$ cat config.mk
export PLATFORM = sky130hd
export DESIGN_NAME = rxe_status
export DESIGN_NICKNAME = d
export VERILOG_FILES = /design/src/shared/rxe_pkg.sv /design/src/hdl/rxe_status.sv
export VERILOG_INCLUDE_DIRS = /design/src /design/src/shared
export SDC_FILE = /design/constraint.sdc
export NUM_CORES = 1
export LEC_CHECK = 0
export ABC_AREA = 0
export BUFFER_PORTS_ARGS = -buffer_cell sky130_fd_sc_hd__buf_4
export CORE_ASPECT_RATIO = 2
export CORE_MARGIN = 2
export CORE_UTILIZATION = 58
export CTS_CLUSTER_DIAMETER = 80
export CTS_CLUSTER_SIZE = 30
export DETAILED_ROUTE_END_ITERATION = 12
export GPL_ROUTABILITY_DRIVEN = 0
export HOLD_SLACK_MARGIN = 0.02
export PLACE_DENSITY_LB_ADDON = 0.12
export SLEW_MARGIN = 0
export SYNTH_ARGS = -nofsm -noshare
export SYNTH_HDL_FRONTEND = slang
export SYNTH_SLANG_ARGS = --single-unit
$ cat constraint.sdc
create_clock -name sys_clk -period 2.4 [get_ports sys_clk]
set_input_delay 0.48 -clock sys_clk [delete_from_list [all_inputs] [get_ports sys_clk]]
set_output_delay 0.48 -clock sys_clk [all_outputs]
set_load 0.02 [all_outputs]
$ cat src/shared/rxe_params.svh
// Contract
// - Bit 8 spare error flag, write-one-to-clear, resets to zero.
// - Bit 7 set when any lane buffer empties unexpectedly while running.
// - Bit 6 set when any lane buffer fills unexpectedly while running.
// - Bit 5 set when any lane loses data lock while running.
// - Bit 4 set when lane deskew exceeds one multiframe boundary.
// - Bit 3 set when sink not ready while receiver data valid.
// - Interrupt raised for each set flag enabled in error enable.
// - Reinitialisation started for each set flag enabled in reinit enable.
`ifndef RXE_PARAMS_SVH
`define RXE_PARAMS_SVH
`define RXE_LANES        4
`define RXE_OFS_STATUS   8'h60
`define RXE_OFS_IRQ_EN   8'h74
`define RXE_OFS_REINIT   8'h78
`define RXE_BIT_SPARE    8
`define RXE_BIT_EMPTY    7
`define RXE_BIT_FULL     6
`define RXE_BIT_LOCK     5
`define RXE_BIT_DESKEW   4
`define RXE_BIT_SINK     3
`define RXE_FLAG_MASK    32'h0000_01F8
`define RXE_RESET_VAL    32'h0000_0000
`define RXE_RESP_OKAY    2'h0
`define RXE_RESP_SLVERR  2'h2
`endif

$ cat src/shared/rxe_pkg.sv
package rxe_pkg;
    typedef struct packed {
        logic [3:0] buf_empty;
        logic [3:0] buf_full;
        logic [3:0] lock_lost;
        logic       deskew_over;
        logic       link_running;
        logic       out_valid;
        logic       sink_ready;
    } rxe_events_t;
    typedef enum logic [1:0] {
        RXE_W_IDLE = 2'b00,
        RXE_W_RESP = 2'b01
    } rxe_wstate_t;
endpackage

$ cat src/hdl/rxe_status.sv
// Local design decisions: the AXI4-Lite slave port and the register offsets.
`timescale 1ns/100ps
`include "rxe_params.svh"
module rxe_status
    import rxe_pkg::*;
(
    input  wire logic        sys_clk,
    input  wire logic        nrst,
    input  wire rxe_events_t ev,
    input  wire logic [7:0]  s_axi_awaddr,
    input  wire logic        s_axi_awvalid,
    output logic             s_axi_awready,
    input  wire logic [31:0] s_axi_wdata,
    input  wire logic [3:0]  s_axi_wstrb,
    input  wire logic        s_axi_wvalid,
    output logic             s_axi_wready,
    output logic [1:0]       s_axi_bresp,
    output logic             s_axi_bvalid,
    input  wire logic        s_axi_bready,
    input  wire logic [7:0]  s_axi_araddr,
    input  wire logic        s_axi_arvalid,
    output logic             s_axi_arready,
    output logic [31:0]      s_axi_rdata,
    output logic [1:0]       s_axi_rresp,
    output logic             s_axi_rvalid,
    input  wire logic        s_axi_rready,
    output logic             irq,
    output logic             reinit_req
);
    logic [31:0] status_r, status_nxt;
    logic [31:0] irq_en_r, irq_en_nxt;
    logic [31:0] reinit_en_r, reinit_en_nxt;
    logic [31:0] set_vec;
    logic        aw_got_r, aw_got_nxt;
    logic        w_got_r, w_got_nxt;
    logic [7:0]  aw_addr_r, aw_addr_nxt;
    logic [31:0] w_data_r, w_data_nxt;
    logic [3:0]  w_strb_r, w_strb_nxt;
    logic        bvalid_r, bvalid_nxt;
    logic [1:0]  bresp_r, bresp_nxt;
    logic        rvalid_r, rvalid_nxt;
    logic [31:0] rdata_r, rdata_nxt;
    logic [1:0]  rresp_r, rresp_nxt;
    logic        irq_r, irq_nxt;
    logic        reinit_r, reinit_nxt;
    logic        wr_do;
    logic [31:0] wmask;
    logic        awready_r, awready_nxt;
    logic        wready_r, wready_nxt;
    logic        arready_r, arready_nxt;

    // Lane flags only count while the link runs; deskew is link-wide
    always_comb
    begin
        set_vec = 32'h0000_0000;
        set_vec[`RXE_BIT_EMPTY] = ev.link_running & (|ev.buf_empty);
        set_vec[`RXE_BIT_FULL] = ev.link_running & (|ev.buf_full);
        set_vec[`RXE_BIT_LOCK] = ev.link_running & (|ev.lock_lost);
        set_vec[`RXE_BIT_DESKEW] = ev.deskew_over;
        set_vec[`RXE_BIT_SINK] = ev.out_valid & ~ev.sink_ready;
    end

    genvar gi;
    generate
        for (gi = 0; gi < 4; gi = gi + 1)
        begin : g_lane
            assign wmask[gi*8 +: 8] = {8{w_strb_r[gi]}};
        end
    endgenerate

    assign wr_do = aw_got_r & w_got_r & ~bvalid_r;

    always_comb
    begin
        aw_got_nxt = aw_got_r;
        w_got_nxt = w_got_r;
        aw_addr_nxt = aw_addr_r;
        w_data_nxt = w_data_r;
        w_strb_nxt = w_strb_r;
        bvalid_nxt = bvalid_r;
        bresp_nxt = bresp_r;
        status_nxt = status_r;
        irq_en_nxt = irq_en_r;
        reinit_en_nxt = reinit_en_r;
        if (s_axi_awvalid && !aw_got_r)
        begin
            aw_got_nxt = 1'b1;
            aw_addr_nxt = s_axi_awaddr;
        end
        if (s_axi_wvalid && !w_got_r)
        begin
            w_got_nxt = 1'b1;
            w_data_nxt = s_axi_wdata;
            w_strb_nxt = s_axi_wstrb;
        end
        if (wr_do)
        begin
            bvalid_nxt = 1'b1;
            bresp_nxt = `RXE_RESP_OKAY;
            case (aw_addr_r)
                `RXE_OFS_STATUS:
                    // Spare bit 8 included; reserved bits untouched
                    status_nxt = status_r
                        & ~(w_data_r & wmask & `RXE_FLAG_MASK);
                `RXE_OFS_IRQ_EN:
                    irq_en_nxt = (irq_en_r & ~wmask)
                        | (w_data_r & wmask & `RXE_FLAG_MASK);
                `RXE_OFS_REINIT:
                    reinit_en_nxt = (reinit_en_r & ~wmask)
                        | (w_data_r & wmask & `RXE_FLAG_MASK);
                default:
                    bresp_nxt = `RXE_RESP_SLVERR;
            endcase
        end
        if (bvalid_r && s_axi_bready)
        begin
            bvalid_nxt = 1'b0;
            aw_got_nxt = 1'b0;
            w_got_nxt = 1'b0;
        end
        // Set wins over a same-cycle clear
        status_nxt = status_nxt | set_vec;
        // Ready held low after capture until the response is accepted
        awready_nxt = ~aw_got_nxt;
        wready_nxt = ~w_got_nxt;
    end

    always_comb
    begin
        rvalid_nxt = rvalid_r;
        rdata_nxt = rdata_r;
        rresp_nxt = rresp_r;
        if (s_axi_arvalid && !rvalid_r)
        begin
            rvalid_nxt = 1'b1;
            rresp_nxt = `RXE_RESP_OKAY;
            case (s_axi_araddr)
                `RXE_OFS_STATUS: rdata_nxt = status_r;
                `RXE_OFS_IRQ_EN: rdata_nxt = irq_en_r;
                `RXE_OFS_REINIT: rdata_nxt = reinit_en_r;
                default:
                begin
                    rdata_nxt = 32'h0000_0000;
                    rresp_nxt = `RXE_RESP_SLVERR;
                end
            endcase
        end
        else if (rvalid_r && s_axi_rready)
        begin
            rvalid_nxt = 1'b0;
        end
        arready_nxt = ~rvalid_nxt;
    end

    always_comb
    begin
        irq_nxt = |(status_r & irq_en_r);
        reinit_nxt = |(status_r & reinit_en_r);
    end

    always_ff @(posedge sys_clk or negedge nrst)
    begin
        if (!nrst)
        begin
            status_r <= `RXE_RESET_VAL;
            irq_en_r <= `RXE_RESET_VAL;
            reinit_en_r <= `RXE_RESET_VAL;
            aw_got_r <= 1'b0;
            w_got_r <= 1'b0;
            aw_addr_r <= 8'h00;
            w_data_r <= 32'h0000_0000;
            w_strb_r <= 4'h0;
            bvalid_r <= 1'b0;
            bresp_r <= 2'h0;
            rvalid_r <= 1'b0;
            rdata_r <= 32'h0000_0000;
            rresp_r <= 2'h0;
            irq_r <= 1'b0;
            reinit_r <= 1'b0;
            awready_r <= 1'b1;
            wready_r <= 1'b1;
            arready_r <= 1'b1;
        end
        else
        begin
            status_r <= status_nxt;
            irq_en_r <= irq_en_nxt;
            reinit_en_r <= reinit_en_nxt;
            aw_got_r <= aw_got_nxt;
            w_got_r <= w_got_nxt;
            aw_addr_r <= aw_addr_nxt;
            w_data_r <= w_data_nxt;
            w_strb_r <= w_strb_nxt;
            bvalid_r <= bvalid_nxt;
            bresp_r <= bresp_nxt;
            rvalid_r <= rvalid_nxt;
            rdata_r <= rdata_nxt;
            rresp_r <= rresp_nxt;
            irq_r <= irq_nxt;
            reinit_r <= reinit_nxt;
            awready_r <= awready_nxt;
            wready_r <= wready_nxt;
            arready_r <= arready_nxt;
        end
    end

    assign s_axi_awready = awready_r;
    assign s_axi_wready = wready_r;
    assign s_axi_bvalid = bvalid_r;
    assign s_axi_bresp = bresp_r;
    assign s_axi_arready = arready_r;
    assign s_axi_rvalid = rvalid_r;
    assign s_axi_rdata = rdata_r;
    assign s_axi_rresp = rresp_r;
    assign irq = irq_r;
    assign reinit_req = reinit_r;
endmodule

==> out/qor.yml <==
status: "complete, no violations"
n_antenna_cell: 0
hpwlAfterDp_mm: 7.23
synth-seq-cells: 131
core_area_um2: 8650
hold_buffers: 0
power_uw: 6140
cts_made_buffers: 17
die_w_um: 70.8
maxCapViolations: 0
crit_path_max_fanout: 8
async_flop_share_pct: 100
initialDrtViolationCount: 146
detail_route.wl_per_cell_um: 17.7
least_margin_pin_slew_ns: 0.663
crit_required_ns: 2.69
fp.dieH_um: 138
finalWirelength_mm: 11.0
nets: 582
final.min_clock_period_ns: 1.95
setup_viol_count_final: 0
reg2regPathDepth: 4
mappedNetlistArea_um2: 5180
initial_utilization_pct: 59.9
synth.yosys.seq_area_share_pct: 63.4
finalClockSkew_ns: 0.00590
critical-path-max-stage-delay_ns: 0.41
row_count: 48
antenna_left: 0
timing.final.crit_share_pct: 81.2
hold_violations: 0
cts_sinks: 131
synth_edf_count: 0
slowest_stage: "sky130_fd_sc_hd__dfrtp_1"
global_route.overflow_total: 0
hold_path.class: "in2async"
power.density_cell_area_nw_per_um2: 931
drv_slew: 0
cts_setup_buffers: 0
synth.lib_cells_used.distinct: 42
rrSetupSlack_ns: 0.45
grt_setup_unrepaired: "false"
grt_pass1_wl_mm: 18.4
worst_r2r_startpoint: "s_axi_bvalid"
dominantRegCellSynth: "sky130_fd_sc_hd__dfrtp_1"
worst_ep_arrival_time_ns: 2.24
first_global_vias: 3707
timing.critical_path.cells: "nand3b_2, nor3_2, nand3_1, mux2_2"
design.die.area_um2: 9740
drc_violation_count_after_routing: 0
yosys_warnings: 0
worstSetupEndpointType: "flop"
power_leakage_uw: 0.00309
fmax_mhz: 513
clock_latency_ns: 0.41
area.growth.synth_to_final_pct: 27.4
timing.critical_path.buf_inv: 0
path_delay_family: "simple AND/OR/NAND/NOR gates"
vias_per_cell: 5.75
path_class: "reg2reg"
drive_gt1_share_pct: 32.9
antenna_found_initial: 0
maximum_buffer_depth_of_the_clock_tree: 2
clk_transition_reported_paths_ns: 0.06
tritoncts: "yes"
max-vdd-ir-drop_v: 0.000842
h-tree-depth: 4
track_usage_pct: 25.0
grt_start_max_net_pins: 61
syn_area_per_cell_um2: 12.6
tns_ns: 0
place.port_buffers: 89
cts.root.buffer_cell: "sky130_fd_sc_hd__clkbuf_16"
timing.max_slew.rel_slack_pct: 55.7
critical_path.startpoint_type: "flop"
detail_route.first_pass.iterations: 4
post_cts.resized_instances: 0
via_count: 3566
syn-instance-count: 410
floorplan.io_pins: 118
-- cells by family after synthesis --
group | synth area share [%]
AOI/OAI and AO/OA | 11.4
xor gates and xnor gates | 0.338
buffers and inverters | 2.39
DFF | 63.4
muxes | 6.74
other | 0.0724
and+or+nand+nor | 15.7
-- cells in the mapped netlist (all sizes together) (2+ instances only) --
master   count  share of area [%]
nand4        4               0.89
nor3         2               0.29
nor2         5               0.36
a22o         5               0.85
nor2b        5               0.60
mux2        31                6.7
and2        53                6.4
inv          5               0.36
dfrtp      128                 62
o21ai       36                3.5
or4          3               0.43
dfstp        3                1.5
a22oi       37                5.4
and4         2               0.34
xor2         2               0.34
buf         11                1.4
and3b        2               0.34
nand3b       2               0.36
nand3        6               0.58
a2bb2oi      6                1.0
nand2       40                2.9
nor4         2               0.82
clkbuf       9               0.65
-- through the flow --
stage	area, um^2	util [%]	setup WS (ns)	std cells	hold WS (ns)
after floorplan	5180	-	0.680	411	0.184
final	6600	76.3	0.451	620	0.0393
after global placement	5960	68.9	0.399	588	0.463
after global routing	6600	76.3	0.333	620	0.0675
after CTS	6600	76.3	0.438	620	0.0417
after detailed placement	5960	68.9	0.357	588	0.471
-- worst max-delay path by stage --
stage / depth (start not counted) / slack, ns / end / start
4_1_cts: 4 / 0.44 / flop / s_axi_bvalid
3_3_place_gp: 6 / 0.40 / s_axi_rdata[11] / s_axi_araddr[7]
5_1_grt: 4 / 0.33 / irq_en_r[27] / aw_addr_r[7]
3_5_place_dp: 6 / 0.36 / s_axi_rdata[11] / s_axi_araddr[7]
2_1_floorplan: 4 / 0.68 / flop / s_axi_bvalid
6_report: 4 / 0.45 / flop / s_axi_bvalid
-- worst register-to-register path, delay by kind of cell (launching register included) --
kind | cells | cell delay [ns]
flops | 1 | 0.41
mux | 1 | 0.41
simple gates | 3 | 1.00
-- where the power goes --
group | leakage, uW | switching, uW | internal [uW] | total [uW]
sequential | 0.00173 | 277 | 2450 | 2730
clock | 0.000294 | 946 | 1790 | 2740
combinational | 0.00107 | 314 | 361 | 675
total | 0.00309 | 1540 | 4600 | 6140
-- registers in the layout (all words and copies together) (netlist names), 4 cells and up, named ones only --
signal,count
aw_addr_r,8
irq_en_r,26
reinit_en_r,26
s_axi_rdata,32
status_r,6
w_data_r,6
w_strb_r,4
-- final cells by class --
class                           instances  area (um^2)
Inverter                                5         18.8
Fill cell                             583         2050
Clock inverter                         12          180
Tap cell                              100          125
Sequential cell                       131         3280
Multi-Input combinational cell        255         1780
Timing Repair Buffer                   97          753
Clock buffer                           20          457
-- cells in the final DEF (no fill, tap or decap), types with 2 or more instances in the layout --
cell,n
sky130_fd_sc_hd__clkbuf_8,2
sky130_fd_sc_hd__and3b_1,2
sky130_fd_sc_hd__nand2_1,40
sky130_fd_sc_hd__xor2_1,2
sky130_fd_sc_hd__buf_4,95
sky130_fd_sc_hd__buf_12,2
sky130_fd_sc_hd__or4_1,3
sky130_fd_sc_hd__nand3_1,6
sky130_fd_sc_hd__inv_1,5
sky130_fd_sc_hd__and2_1,53
sky130_fd_sc_hd__nor4_4,2
sky130_fd_sc_hd__conb_1,2
sky130_fd_sc_hd__o21ai_1,4
sky130_fd_sc_hd__clkinvlp_4,5
sky130_fd_sc_hd__and4_1,2
sky130_fd_sc_hd__o21ai_0,32
sky130_fd_sc_hd__nor2b_1,5
sky130_fd_sc_hd__dfstp_2,3
sky130_fd_sc_hd__clkinv_4,2
sky130_fd_sc_hd__a2bb2oi_1,6
sky130_fd_sc_hd__a22o_1,5
sky130_fd_sc_hd__a22oi_1,37
sky130_fd_sc_hd__nand4_1,2
sky130_fd_sc_hd__nor2_1,5
sky130_fd_sc_hd__clkbuf_16,17
sky130_fd_sc_hd__dfrtp_1,128
sky130_fd_sc_hd__bufinv_16,4
sky130_fd_sc_hd__mux2_2,30
-- metal layers --
| layer | routed length [um] | up-vias | global-route usage, % | share of wire, % |
|---|---|---|---|---|
| li1 | - | 1643 | - | - |
| met1 | 4290 | 1784 | 29.9 | 39 |
| met2 | 5890 | 113 | 41.4 | 54 |
| met3 | 485 | 26 | 7.02 | 4.4 |
| met4 | 334 | 0 | 12.1 | 3.0 |
| met5 | 0 | - | 0 | 0 |
Note: power is estimated with default switching activity, not from simulation.
